<file path="src/rtl/status_lamp_pkg.sv">
// Constants and types for the status output and lamp block
package status_lamp_pkg;
  localparam int CLK_HZ = 10_000_000;
  localparam int SIG_SHOW_S = 30;
  localparam int SIG_SHOW_CYC = SIG_SHOW_S * CLK_HZ;
  localparam int FLASH_HALF_MS = 250;
  localparam int FLASH_HALF_CYC = FLASH_HALF_MS * (CLK_HZ / 1000);
  localparam logic [31:0] ONE32 = 32'h0000_0001;
  localparam logic [31:0] ZERO32 = 32'h0000_0000;
  localparam logic [3:0] ADDR_CFG = 4'h0;
  localparam logic [3:0] ADDR_STAT = 4'h1;
  localparam logic [3:0] ADDR_IRQ = 4'h2;
  localparam logic [3:0] ADDR_MASK = 4'h3;
  localparam int CFG_FUNC_LSB = 0;
  localparam int CFG_LAMP_BIT = 4;
  localparam int CFG_PARAM_BIT = 5;
  localparam logic [5:0] CFG_RESET = 6'h00;
  localparam int NUM_EVT = 4;
  typedef enum logic [2:0] {
    FUNC_ACK = 3'h0,
    FUNC_SWITCH = 3'h1,
    FUNC_MUTE = 3'h2,
    FUNC_DIRT = 3'h3,
    FUNC_SYNC = 3'h4,
    FUNC_READY = 3'h5,
    FUNC_OFF = 3'h6
  } sig_func_t;
  typedef enum logic [1:0] {
    LAMP_OFF = 2'h0,
    LAMP_WHITE = 2'h1,
    LAMP_GREEN = 2'h2,
    LAMP_RED = 2'h3
  } lamp_color_t;
  typedef enum logic [1:0] {
    SHOW_BOOT = 2'h0,
    SHOW_HOLD = 2'h1,
    SHOW_DONE = 2'h2
  } show_state_t;
endpackage : status_lamp_pkg

</file>
<file path="src/rtl/flash_timer.sv">
// Free-running blink generator for the lamp
`timescale 1ns/1ns
module flash_timer (
  // Clock and reset
  input wire logic mclk,
  input wire logic rst_n,
  // Blink phase
  output logic blinkOn_ff
);
  import status_lamp_pkg::*;
  logic [31:0] cnt_ff;

  always_ff @(posedge mclk or negedge rst_n) begin
    if (!rst_n) begin
      cnt_ff <= ZERO32;
      blinkOn_ff <= 1'b0;
    end else if (cnt_ff == 32'(FLASH_HALF_CYC - 1)) begin
      cnt_ff <= ZERO32;
      blinkOn_ff <= ~blinkOn_ff;
    end else begin
      cnt_ff <= cnt_ff + ONE32;
    end
  end
endmodule : flash_timer

</file>
<file path="src/rtl/status_output_lamp.sv">
// Signal output select, end-cap lamp and signal strength display timing
// Notes on behaviour
// - The signal output is driven only while serial link is idle.
// - Configuration picks exactly one function for the signal output.
// - Default function raises output while acknowledgment is pending.
// - Contamination function raises output on dirt or weak signal.
// - Synchronous-run function follows receiver synchronous run.
// - Ready function follows protective device ready for operation.
// - The lamp is unmonitored and never feeds back into switching.
// - A setting hides switching state on the lamp, leaving muting and override only.
// - Muting indication on the lamp can never be disabled.
// - Muting-only lamp: white steady, white flashing override, else off.
// - Combined lamp: white mute, flashing override, green on, red off.
// - After power-on signal strength shows for 30 s, then stops.
// - During parameter configuration the display may stay without limit.
`timescale 1ns/1ns
module status_output_lamp #(
  parameter int SHOW_CYC = status_lamp_pkg::SIG_SHOW_CYC
) (
  // Clock and reset
  input wire logic mclk,
  input wire logic rst_n,
  // Register port
  input wire logic [3:0] regAddr,
  input wire logic [31:0] regWdata,
  input wire logic regWr,
  input wire logic regRd,
  output logic [31:0] regRdata_ff,
  // Device status pins
  input wire logic ackPending,
  input wire logic switchOutOn,
  input wire logic mutingActive,
  input wire logic overrideActive,
  input wire logic dirtWarn,
  input wire logic syncRun,
  input wire logic devReady,
  input wire logic linkActive,
  // Signal output pin
  output logic sigOut_ff,
  output logic sigOutEn_ff,
  // Lamp and display
  output status_lamp_pkg::lamp_color_t lampColor_ff,
  output logic strengthShow_ff,
  // Interrupt
  output logic irq_ff
);
  import status_lamp_pkg::*;

  logic [NUM_EVT-1:0] pinMeta_ff;
  logic [NUM_EVT-1:0] pinSync_ff;
  logic [NUM_EVT-1:0] pinPrev_ff;
  logic [5:0] stsMeta_ff;
  logic [5:0] stsSync_ff;
  logic [5:0] cfg_ff;
  logic [NUM_EVT-1:0] irqSts_ff;
  logic [NUM_EVT-1:0] irqMask_ff;
  logic [NUM_EVT-1:0] evtPulse;
  logic [31:0] showCnt_ff;
  show_state_t showState_ff;
  logic blinkOn;
  logic nxt_sigOut;
  lamp_color_t nxt_lamp;
  sig_func_t func;
  logic ackS, swS, muteS, ovrS, dirtS, syncS, readyS, linkS;

  // Two-stage synchronisers on every pin
  always_ff @(posedge mclk or negedge rst_n) begin
    if (!rst_n) begin
      pinMeta_ff <= '0;
      pinSync_ff <= '0;
      stsMeta_ff <= '0;
      stsSync_ff <= '0;
    end else begin
      pinMeta_ff <= {linkActive, overrideActive, mutingActive, switchOutOn};
      pinSync_ff <= pinMeta_ff;
      stsMeta_ff <= {ackPending, dirtWarn, syncRun, devReady, 2'h0};
      stsSync_ff <= stsMeta_ff;
    end
  end

  assign swS = pinSync_ff[0];
  assign muteS = pinSync_ff[1];
  assign ovrS = pinSync_ff[2];
  assign linkS = pinSync_ff[3];
  assign readyS = stsSync_ff[2];
  assign syncS = stsSync_ff[3];
  assign dirtS = stsSync_ff[4];
  assign ackS = stsSync_ff[5];

  // Configuration register
  always_ff @(posedge mclk or negedge rst_n) begin
    if (!rst_n) begin
      cfg_ff <= CFG_RESET;
    end else if (regWr && regAddr == ADDR_CFG) begin
      cfg_ff <= regWdata[5:0];
    end
  end

  // Unknown codes fall back to off, so one function is always in force
  always_comb begin
    func = sig_func_t'(cfg_ff[CFG_FUNC_LSB +: 3]);
    if (cfg_ff[CFG_FUNC_LSB +: 3] > FUNC_OFF) begin
      func = FUNC_OFF;
    end
  end

  // Signal output function select
  always_comb begin
    case (func)
      FUNC_ACK: nxt_sigOut = ackS;
      FUNC_SWITCH: nxt_sigOut = swS;
      FUNC_MUTE: nxt_sigOut = muteS;
      FUNC_DIRT: nxt_sigOut = dirtS;
      FUNC_SYNC: nxt_sigOut = syncS;
      FUNC_READY: nxt_sigOut = readyS;
      FUNC_OFF: nxt_sigOut = 1'b0;
      default: nxt_sigOut = 1'b0;
    endcase
  end

  // Pin released to the serial transceiver while the link talks
  always_ff @(posedge mclk or negedge rst_n) begin
    if (!rst_n) begin
      sigOut_ff <= 1'b0;
      sigOutEn_ff <= 1'b0;
    end else begin
      sigOutEn_ff <= ~linkS;
      sigOut_ff <= linkS ? 1'b0 : nxt_sigOut;
    end
  end

  flash_timer u_flash (
    .mclk(mclk),
    .rst_n(rst_n),
    .blinkOn_ff(blinkOn)
  );

  // Lamp drive is output only; switching never reads it, only the status register
  always_comb begin
    if (ovrS) begin
      nxt_lamp = blinkOn ? LAMP_WHITE : LAMP_OFF;
    end else if (muteS) begin
      nxt_lamp = LAMP_WHITE;
    end else if (cfg_ff[CFG_LAMP_BIT]) begin
      nxt_lamp = LAMP_OFF;
    end else begin
      nxt_lamp = swS ? LAMP_GREEN : LAMP_RED;
    end
  end

  always_ff @(posedge mclk or negedge rst_n) begin
    if (!rst_n) begin
      lampColor_ff <= LAMP_OFF;
    end else begin
      lampColor_ff <= nxt_lamp;
    end
  end

  // Signal strength display after power-on
  always_ff @(posedge mclk or negedge rst_n) begin
    if (!rst_n) begin
      showState_ff <= SHOW_BOOT;
      showCnt_ff <= ZERO32;
      strengthShow_ff <= 1'b0;
    end else begin
      case (showState_ff)
        SHOW_BOOT: begin
          showCnt_ff <= ZERO32;
          strengthShow_ff <= 1'b1;
          showState_ff <= SHOW_HOLD;
        end
        SHOW_HOLD: begin
          if (showCnt_ff >= 32'(SHOW_CYC - 1)) begin
            if (!cfg_ff[CFG_PARAM_BIT]) begin
              strengthShow_ff <= 1'b0;
              showState_ff <= SHOW_DONE;
            end
          end else begin
            showCnt_ff <= showCnt_ff + ONE32;
          end
        end
        SHOW_DONE: begin
          strengthShow_ff <= cfg_ff[CFG_PARAM_BIT];
        end
        default: begin
          showState_ff <= SHOW_DONE;
          strengthShow_ff <= 1'b0;
        end
      endcase
    end
  end

  // Rising edges of switching, muting, override and link pins raise sticky bits
  genvar gi;
  generate
    for (gi = 0; gi < NUM_EVT; gi++) begin : g_evt
      assign evtPulse[gi] = pinSync_ff[gi] & ~pinPrev_ff[gi];
    end
  endgenerate

  // Set beats the read clear in the same cycle
  always_ff @(posedge mclk or negedge rst_n) begin
    if (!rst_n) begin
      pinPrev_ff <= '0;
      irqSts_ff <= '0;
    end else begin
      pinPrev_ff <= pinSync_ff;
      if (regRd && regAddr == ADDR_IRQ) begin
        irqSts_ff <= evtPulse;
      end else begin
        irqSts_ff <= irqSts_ff | evtPulse;
      end
    end
  end

  always_ff @(posedge mclk or negedge rst_n) begin
    if (!rst_n) begin
      irqMask_ff <= '0;
    end else if (regWr && regAddr == ADDR_MASK) begin
      irqMask_ff <= regWdata[NUM_EVT-1:0];
    end
  end

  always_ff @(posedge mclk or negedge rst_n) begin
    if (!rst_n) begin
      irq_ff <= 1'b0;
    end else begin
      irq_ff <= |(irqSts_ff & irqMask_ff);
    end
  end

  // Read data; unmapped addresses read zero
  always_ff @(posedge mclk or negedge rst_n) begin
    if (!rst_n) begin
      regRdata_ff <= ZERO32;
    end else if (regRd) begin
      case (regAddr)
        ADDR_CFG: regRdata_ff <= {26'h0, cfg_ff};
        ADDR_STAT: regRdata_ff <= {20'h0, strengthShow_ff, lampColor_ff,
          sigOut_ff, stsSync_ff[5:2], pinSync_ff};
        ADDR_IRQ: regRdata_ff <= {28'h0, irqSts_ff};
        ADDR_MASK: regRdata_ff <= {28'h0, irqMask_ff};
        default: regRdata_ff <= ZERO32;
      endcase
    end else begin
      regRdata_ff <= ZERO32;
    end
  end

  // Checks wait one edge after reset so held reset values never count
  logic chkArmed_ff;

  always_ff @(posedge mclk or negedge rst_n) begin
    if (!rst_n) begin
      chkArmed_ff <= 1'b0;
    end else begin
      chkArmed_ff <= 1'b1;
    end
  end

  chk_link_release: assert property (@(posedge mclk)
    disable iff (!rst_n || !chkArmed_ff)
    $past(linkS) |-> !sigOutEn_ff && !sigOut_ff)
    else $error("signal output driven during link activity");
  chk_link_idle: assert property (@(posedge mclk)
    disable iff (!rst_n || !chkArmed_ff)
    !linkS |=> sigOutEn_ff)
    else $error("signal output not driven while link idle");
  chk_func_fallback: assert property (@(posedge mclk)
    disable iff (!rst_n || !chkArmed_ff)
    cfg_ff[CFG_FUNC_LSB +: 3] > FUNC_OFF |=> !sigOut_ff)
    else $error("unknown function code drove output");
  chk_ack_follow: assert property (@(posedge mclk)
    disable iff (!rst_n || !chkArmed_ff)
    (func == FUNC_ACK && !linkS) |=> sigOut_ff == $past(ackS))
    else $error("ack output mismatch");
  chk_dirt_follow: assert property (@(posedge mclk)
    disable iff (!rst_n || !chkArmed_ff)
    (func == FUNC_DIRT && !linkS) |=> sigOut_ff == $past(dirtS))
    else $error("contamination output mismatch");
  chk_sync_follow: assert property (@(posedge mclk)
    disable iff (!rst_n || !chkArmed_ff)
    (func == FUNC_SYNC && !linkS) |=> sigOut_ff == $past(syncS))
    else $error("sync output mismatch");
  chk_ready_follow: assert property (@(posedge mclk)
    disable iff (!rst_n || !chkArmed_ff)
    (func == FUNC_READY && !linkS) |=> sigOut_ff == $past(readyS))
    else $error("ready output mismatch");
  chk_switch_follow: assert property (@(posedge mclk)
    disable iff (!rst_n || !chkArmed_ff)
    (func == FUNC_SWITCH && !linkS) |=> sigOut_ff == $past(swS))
    else $error("switching state output mismatch");
  chk_mute_follow: assert property (@(posedge mclk)
    disable iff (!rst_n || !chkArmed_ff)
    (func == FUNC_MUTE && !linkS) |=> sigOut_ff == $past(muteS))
    else $error("muting output mismatch");
  chk_off_low: assert property (@(posedge mclk)
    disable iff (!rst_n || !chkArmed_ff)
    func == FUNC_OFF |=> !sigOut_ff)
    else $error("off function drove output");
  chk_mute_white: assert property (@(posedge mclk)
    disable iff (!rst_n || !chkArmed_ff)
    (muteS && !ovrS) |=> lampColor_ff == LAMP_WHITE)
    else $error("muting not shown white");
  chk_hide_no_colour: assert property (@(posedge mclk)
    disable iff (!rst_n || !chkArmed_ff)
    cfg_ff[CFG_LAMP_BIT] |=>
    lampColor_ff != LAMP_GREEN && lampColor_ff != LAMP_RED)
    else $error("switching state shown in muting-only setting");
  chk_hide_switch: assert property (@(posedge mclk)
    disable iff (!rst_n || !chkArmed_ff)
    (cfg_ff[CFG_LAMP_BIT] && !muteS && !ovrS) |=> lampColor_ff == LAMP_OFF)
    else $error("lamp not off in muting-only setting");
  chk_override_blink: assert property (@(posedge mclk)
    disable iff (!rst_n || !chkArmed_ff)
    ovrS |=> lampColor_ff == ($past(blinkOn) ? LAMP_WHITE : LAMP_OFF))
    else $error("override not shown as flashing white");
  chk_green_red: assert property (@(posedge mclk)
    disable iff (!rst_n || !chkArmed_ff)
    (!cfg_ff[CFG_LAMP_BIT] && !muteS && !ovrS) |=>
    lampColor_ff == ($past(swS) ? LAMP_GREEN : LAMP_RED))
    else $error("combined lamp colour wrong");
  chk_show_boot: assert property (@(posedge mclk)
    disable iff (!rst_n || !chkArmed_ff)
    showState_ff == SHOW_BOOT |=>
    strengthShow_ff && showState_ff == SHOW_HOLD)
    else $error("strength display not started after power-on");
  chk_show_count: assert property (@(posedge mclk)
    disable iff (!rst_n || !chkArmed_ff)
    (showState_ff == SHOW_HOLD && showCnt_ff < 32'(SHOW_CYC - 1)) |=>
    strengthShow_ff)
    else $error("strength display ended early");
  chk_show_end: assert property (@(posedge mclk)
    disable iff (!rst_n || !chkArmed_ff)
    (showState_ff == SHOW_DONE && !cfg_ff[CFG_PARAM_BIT]) |=>
    !strengthShow_ff)
    else $error("strength display outlived its time");
  chk_show_done: assert property (@(posedge mclk)
    disable iff (!rst_n || !chkArmed_ff)
    showState_ff == SHOW_DONE |=> showState_ff == SHOW_DONE)
    else $error("power-on display restarted");
  chk_show_param: assert property (@(posedge mclk)
    disable iff (!rst_n || !chkArmed_ff)
    (showState_ff != SHOW_BOOT && cfg_ff[CFG_PARAM_BIT]) |=>
    strengthShow_ff)
    else $error("strength display dropped during configuration");
  chk_param_hold: assert property (@(posedge mclk)
    disable iff (!rst_n || !chkArmed_ff)
    (showState_ff == SHOW_HOLD && cfg_ff[CFG_PARAM_BIT]) |=>
    showState_ff == SHOW_HOLD)
    else $error("power-on display timed out during configuration");
endmodule : status_output_lamp

</file>
<file path="config.mk">
export PLATFORM = sky130hd
export DESIGN_NAME = status_output_lamp
export DESIGN_NICKNAME = d
export VERILOG_FILES = /design/src/rtl/status_lamp_pkg.sv /design/src/rtl/flash_timer.sv /design/src/rtl/status_output_lamp.sv
export SDC_FILE = /design/constraint.sdc
export NUM_CORES = 1
export LEC_CHECK = 0
export BUFFER_PORTS_ARGS = -buffer_cell sky130_fd_sc_hd__buf_4
export CAP_MARGIN = 0
export CORE_MARGIN = 5
export CORE_UTILIZATION = 45
export DETAILED_ROUTE_END_ITERATION = 7
export GPL_TIMING_DRIVEN = 0
export PLACE_DENSITY_LB_ADDON = 0.25
export SLEW_MARGIN = 20
export SYNTH_ARGS = -nofsm -noshare
export SYNTH_HDL_FRONTEND = slang
export SYNTH_SLANG_ARGS = --single-unit
export TNS_END_PERCENT = 20
</file>
<file path="constraint.sdc">
create_clock -name mclk -period 2.5 [get_ports mclk]
set_input_delay 0 -clock mclk [delete_from_list [all_inputs] [get_ports mclk]]
set_output_delay 0 -clock mclk [all_outputs]
set_load 0.01 [all_outputs]
</file>
Word level (Yosys, flattened, before mapping)
Index checks and enable logic that the tools add are counted.
{"block": "word_totals", "reg_bits": 139, "in_bits": 48}
{"block": "op_classes", "n_addsub": 2, "order_cmp": 2, "eq_ne": 14, "muxes": 20, "bitwise_logic": 13, "n_reduce_logical": 11}
{"operator": "2-to-1 mux 32 bit", "n": 3}
{"operator": "adder 32 x 1 -> 32 bit, second input constant", "n": 2}
{"operator": "case mux 32 bit (2 select lines)", "n": 1}
{"operator": "case mux 12 bit (4 select lines)", "n": 1}
{"operator": "equality test 32 x 22 -> 1 bit, second input constant", "n": 1}
{"operator": ">= comparator 32 x 29 -> 1 bit, second input constant", "n": 1}
{"operator": "2-to-1 mux 2 bit", "n": 5}
{"operator": "equality test 4 x 2 -> 1 bit, second input constant", "n": 2}
{"operator": "NOT 1 bit", "n": 7}
{"operator": "equality test 3 x 2 -> 1 bit, second input constant", "n": 2}
{"operator": "equality test 3 bit, second input constant", "n": 2}
{"operator": "!= test 2 bit, second input constant", "n": 3}
{"operator": "case mux 1 bit (6 select lines)", "n": 1}
{"operator": "case mux 2 bit (3 select lines)", "n": 1}
{"operator": "2-to-1 mux 1 bit", "n": 5}
{"operator": "AND 1 bit", "n": 4}
{"operator": "AND 4 bit", "n": 1}
{"operator": "equality test 4 x 1 -> 1 bit, second input constant", "n": 1}
{"operator": "zero test 4 bit", "n": 1}
{"operator": "2-to-1 mux 4 bit", "n": 1}
{"operator": "bitwise OR 4 bit", "n": 1}
{"operator": "AND reduction 2 bit", "n": 2}
{"operator": "OR reduction 4 bit", "n": 1}
{"operator": "equality test 3 x 1 -> 1 bit, second input constant", "n": 1}
{"operator": "other kinds (10)", "n": 12}

Logic depth before layout (Yosys ltp)
{"block": "logic_depth", "word_depth": 5, "mapped_depth": 8, "depth_no_buf": 6}

Hierarchy
From an unflattened synthesis, not the netlist that was laid out.
{"block": "unflattened", "cells_unflattened": 509, "area_unflattened_um2": 5496.5}
{"module": "status_output_lamp", "instances": 1, "cells_each": 362, "area_per_inst_um2": 3891.2, "seq_area_each_um2": 2152.1}
{"module": "flash_timer", "instances": 1, "cells_each": 147, "area_per_inst_um2": 1605.3, "seq_area_each_um2": 825.8}

Worst setup path after synthesis
OpenSTA, ideal clock, no wires.
{"block": "synth_timing", "kind": "register to register", "from": "reg showCnt_ff[29]", "to": "reg showCnt_ff[22]", "t_arrival_ps": 1942, "setup_slack_ps": 480, "path_stages_with_launch": 6, "synth_period_minus_slack_ps": 2020, "path_cell_list": "dfrtp_1 or4b_4 nor3_4 nand3_2 or4_1 a21oi_1"}
{"block": "synth_via", "elab_chain_len": 3}
{"element": "from (decl)", "line_no": "status_output_lamp.sv:58", "text": "logic [31:0] showCnt_ff;"}
{"element": "from (signal assigned)", "line_no": "status_output_lamp.sv:179", "text": "showCnt_ff <= showCnt_ff + ONE32;"}
{"element": ">= comparator 32 x 29 -> 1 bit", "line_no": "status_output_lamp.sv:173", "text": "if (showCnt_ff >= 32'(SHOW_CYC - 1)) begin"}
{"element": "!= test 2 bit (no line)"}
{"element": "AND reduction 2 bit (no line)"}
No other way between the ends.
A chain may end at the register's enable or synchronous reset.

Final worst setup path
{"block": "layout_timing", "from": "reg showCnt_ff[0]", "to": "reg showCnt_ff[1]"}
{"block": "layout_via", "elab_chain_len": 3, "word_cells_on_any_way": 6, "cone_classes": "1 x add/sub; 1 x order compare; 1 x eq/ne; 2 x mux; 1 x reduce/logical"}
{"element": "adder 32 x 1 -> 32 bit / >= comparator 32 x 29 -> 1 bit (equally long branches)", "line_no": "status_output_lamp.sv:179, status_output_lamp.sv:173"}
{"element": "2-to-1 mux 32 bit / != test 2 bit (equally long branches)"}
{"element": "case mux 32 bit (2 select lines) / AND reduction 2 bit (equally long branches)"}
Several ways; a longest one is shown, not always the timed one. The select of a mux whose other input is x is not followed.

==> out/results.ini <==
[clocking]
root_buffer=clkbuf_16
htree_levels=4
clk_pin_slew_ps=50
post_cts_buffers=0
clk_latency_ps=420
clock_path_buffers=2
cts_buffers=17
clock_sinks=119
cts_tree=built

[sta]
setup_violations=0
slew_headroom_pct=60.43
min_period_ps=2367
tns_ps=0
finalClockSkew_ps=11.12
fmax_ghz=0.4225
hold_viol_final=0
slew_viol_final=0
worstMarginPinSlew_ps=593.5
final.period_utilization_pct=94.69

[yosys]
syn_area_per_cell_um2=11.13
synthArstFlopShare_pct=100.0
ys_ff_latch=119
synth_edf_count=0
yosys_warnings=0
synth_ff_type=dfrtp_1
ys_seq_area_share_pct=55.37
yosysUniqueCellTypes=47
synth_area_um2=5378
syn_inst=483

[hold_path]
hp-class=primary input to flip-flop
min_to=regRdata_ff[5]$_DFF_PN0_
hp-start=regAddr[1]
whs_path_depth=2

[global_routing]
grt_pass1_wl_um=19180
grt_pass1_vias=3907
grt_max_degree=63
gr-usage-all-layers_pct=16.88
grt-ovfl-total=0
antenna_found_initial=0

[setup_path]
crit_fanout=10
cp.required_ps=2800
reg2reg_slack_ps=130
path_buf_inv=2
crit-reg2reg-capture=showCnt_ff[1]$_DFFE_PN0P_
cp_top_family=compound AO/OA/AOI/OAI gates
arrival_ps=2670
crit_type=flip-flop to flip-flop
crit_start=showCnt_ff[0]$_DFFE_PN0P_
timing.critical_path.cells=ha_1 > nand4_1 > o31a_1 > nor4_4 > clkbuf_4 > buf_2 > nor3b_1 > a31o_1
cp-end-kind=flip-flop
r2r_start=showCnt_ff[0]$_DFFE_PN0P_
critPathMaxStageDelay_ps=440
worst_setup_path_start_kind=flip-flop
reg2reg_depth=8
slowest_stage=dfrtp_1

[floorplan]
io_pins=86
core_region_area_um2=11860
initial_utilization_pct=45.34
die_w_um=119.3
die-height_um=119.3
dieArea_um2=14240
rows=40

[pwr]
powerDensity_nw_per_um2=720.7
leakage_nw=3.121
total_power_mw=4.869
vdd_ir_drop_max_mv=0.4915

[final_layout]
nets=628
final_cells=737
multi_input_area_um2=2231
syn2layout_area_growth_pct=25.64
n_antenna_cell=0
fillers=997
layout-drive-gt1-share_pct=19.32
seqCellArea_um2=2978
finalInstanceArea_um2=6756

[routing]
drcViolationCount=0
drt_iter0_markers=370
drt-total-wl_um=11210
avgRoutedWirePerCell_um=15.21
drtAntennaViolNets=0
drt_first_pass_iters=5
vias=3916
viasPerCell=5.313

[placement]
placed_area_um2=5942
placement.io_buffers=37
place_inst=687
gp_congestion=0.8248
hpwlAfterDp_um=7451

[flow_run]
maxCapViolations=0

[outcome]
status=finished clean

-- cells in the mapped netlist (3+ instances only) --
cell type | count | area, um^2
a21oi_1 | 12 | 60.06
and2_1 | 14 | 87.58
and3_1 | 14 | 87.58
and4_1 | 10 | 87.58
buf_2 | 4 | 20.02
buf_4 | 21 | 157.7
clkbuf_1 | 10 | 37.54
dfrtp_1 | 119 | 2978
inv_1 | 9 | 33.78
mux2_2 | 10 | 112.6
mux2i_1 | 13 | 130.1
mux4_2 | 5 | 112.6
nand2_1 | 50 | 187.7
nand2b_1 | 4 | 25.02
nand3_1 | 19 | 95.09
nand4_1 | 14 | 87.58
nor2_1 | 27 | 101.4
nor3_1 | 14 | 70.07
nor3b_1 | 3 | 22.52
nor4_1 | 9 | 56.30
o211ai_1 | 4 | 30.03
o21a_1 | 3 | 22.52
o21ai_0 | 8 | 40.04
o31ai_1 | 11 | 82.58
or3_1 | 4 | 25.02
or4_1 | 13 | 97.59
xnor2_1 | 18 | 157.7
xor2_1 | 14 | 122.6
-- repair_timing --
item                                   in CTS  in global routing
resized for setup                           0                  2
hold buffers                               19                  0
setup endpoints to repair                   0                  9
endpoints found under the hold margin      85                  0
-- per-layer routing --
metal	vias up	track usage (%)	part of all wire (%)
met5	-	0	0
met4	0	5.512	1.5
met3	17	5.508	5.2
met2	82	25.82	49
met1	1923	22.80	45
li1	1894	-	-
-- report_power, final --
part / switching (mW) / internal [mW] / leakage [nW]
logic: 0.122 / 0.159 / 1.28
clock network: 0.823 / 1.71 / 0.304
registers: 0.0577 / 2.00 / 1.53
-- logic make-up after synthesis --
kind of cell               count (synthesis)  synth area share [%]
AOI/OAI and AO/OA                         52                 6.584
xor gates and xnor gates                  32                 5.212
adders and majority gates                  2                0.4653
buffers and inverters                     44                 4.630
DFF                                      119                 55.37
muxes                                     28                 6.608
other                                      1               0.06973
and+or+nand+nor                          205                 21.06
-- final cells by class --
| cell class | instances | share of cell area [%] |
|---|---|---|
| clock inverters | 9 | 2.204 |
| multi-input cells | 339 | 33.02 |
| clock buffers | 22 | 6.870 |
| well taps | 147 | 2.722 |
| plain buffers | 35 | 3.222 |
| flip-flops and latches | 119 | 44.07 |
| inverters | 9 | 0.5000 |
| repair buffers | 57 | 7.389 |
-- placed cells by master, fill, tap and decap left out, types with 3 or more instances in the layout --
master	instances
nor3_1	14
nand4_1	14
clkbuf_1	13
buf_2	3
buf_4	57
mux2i_1	13
or4_1	13
and4_1	10
and3_1	14
mux4_2	5
dfrtp_1	119
dlygate4sd3_1	19
clkbuf_16	17
a21oi_1	12
nand2b_1	4
clkinv_2	4
bufinv_16	4
mux2_2	10
nor3b_1	3
o211ai_1	4
xor2_1	14
nand3_1	19
xnor2_1	18
or3_1	4
o31ai_1	11
nand2_1	50
and2_1	14
nor2_1	27
nor4_1	9
o21a_1	3
o21ai_0	8
inv_1	9
conb_1	20
-- sequential cells by signal (all words and copies together) (netlist names), 2 cells and up --
name            cells
cfg_ff              6
pinMeta_ff          4
pinPrev_ff          4
stsSync_ff          4
stsMeta_ff          4
lampColor_ff        2
irqMask_ff          4
regRdata_ff        12
irqSts_ff           4
showState_ff        2
pinSync_ff          4
showCnt_ff         32
u_flash.cnt_ff     32
-- worst max-delay path by stage --
stage,end,slack (ps),cells after the start
final,showCnt_ff[1]$_DFFE_PN0P_,130,8
after detailed placement,showCnt_ff[1]$_DFFE_PN0P_,70,8
after global routing,showCnt_ff[1]$_DFFE_PN0P_,-10,8
after global placement,showCnt_ff[1]$_DFFE_PN0P_,50,8
after CTS,showCnt_ff[1]$_DFFE_PN0P_,60,8
after floorplan,showCnt_ff[22]$_DFFE_PN0P_,480,5
-- worst register-to-register path, delay by kind of cell (launching register included) --
family / cells / cell delay [ps]
AND/OR/NAND/NOR: 3 / 490
flip-flops: 1 / 440
buffers and inverters: 2 / 530
AO/OA/AOI/OAI: 2 / 550
adder cells (fa/ha/maj): 1 / 250
-- metrics by stage --
stage,setup slack (ps),util [%],hold WS [ps]
after CTS,56.11,56.87,109.5
after floorplan,479.9,-,-295.6
after global placement,52.96,49.83,109.4
after global routing,-9.992,56.96,131.2
after detailed placement,69.85,50.09,33.67
final,132.9,56.96,123.8
(Power assumes the default switching activity.)
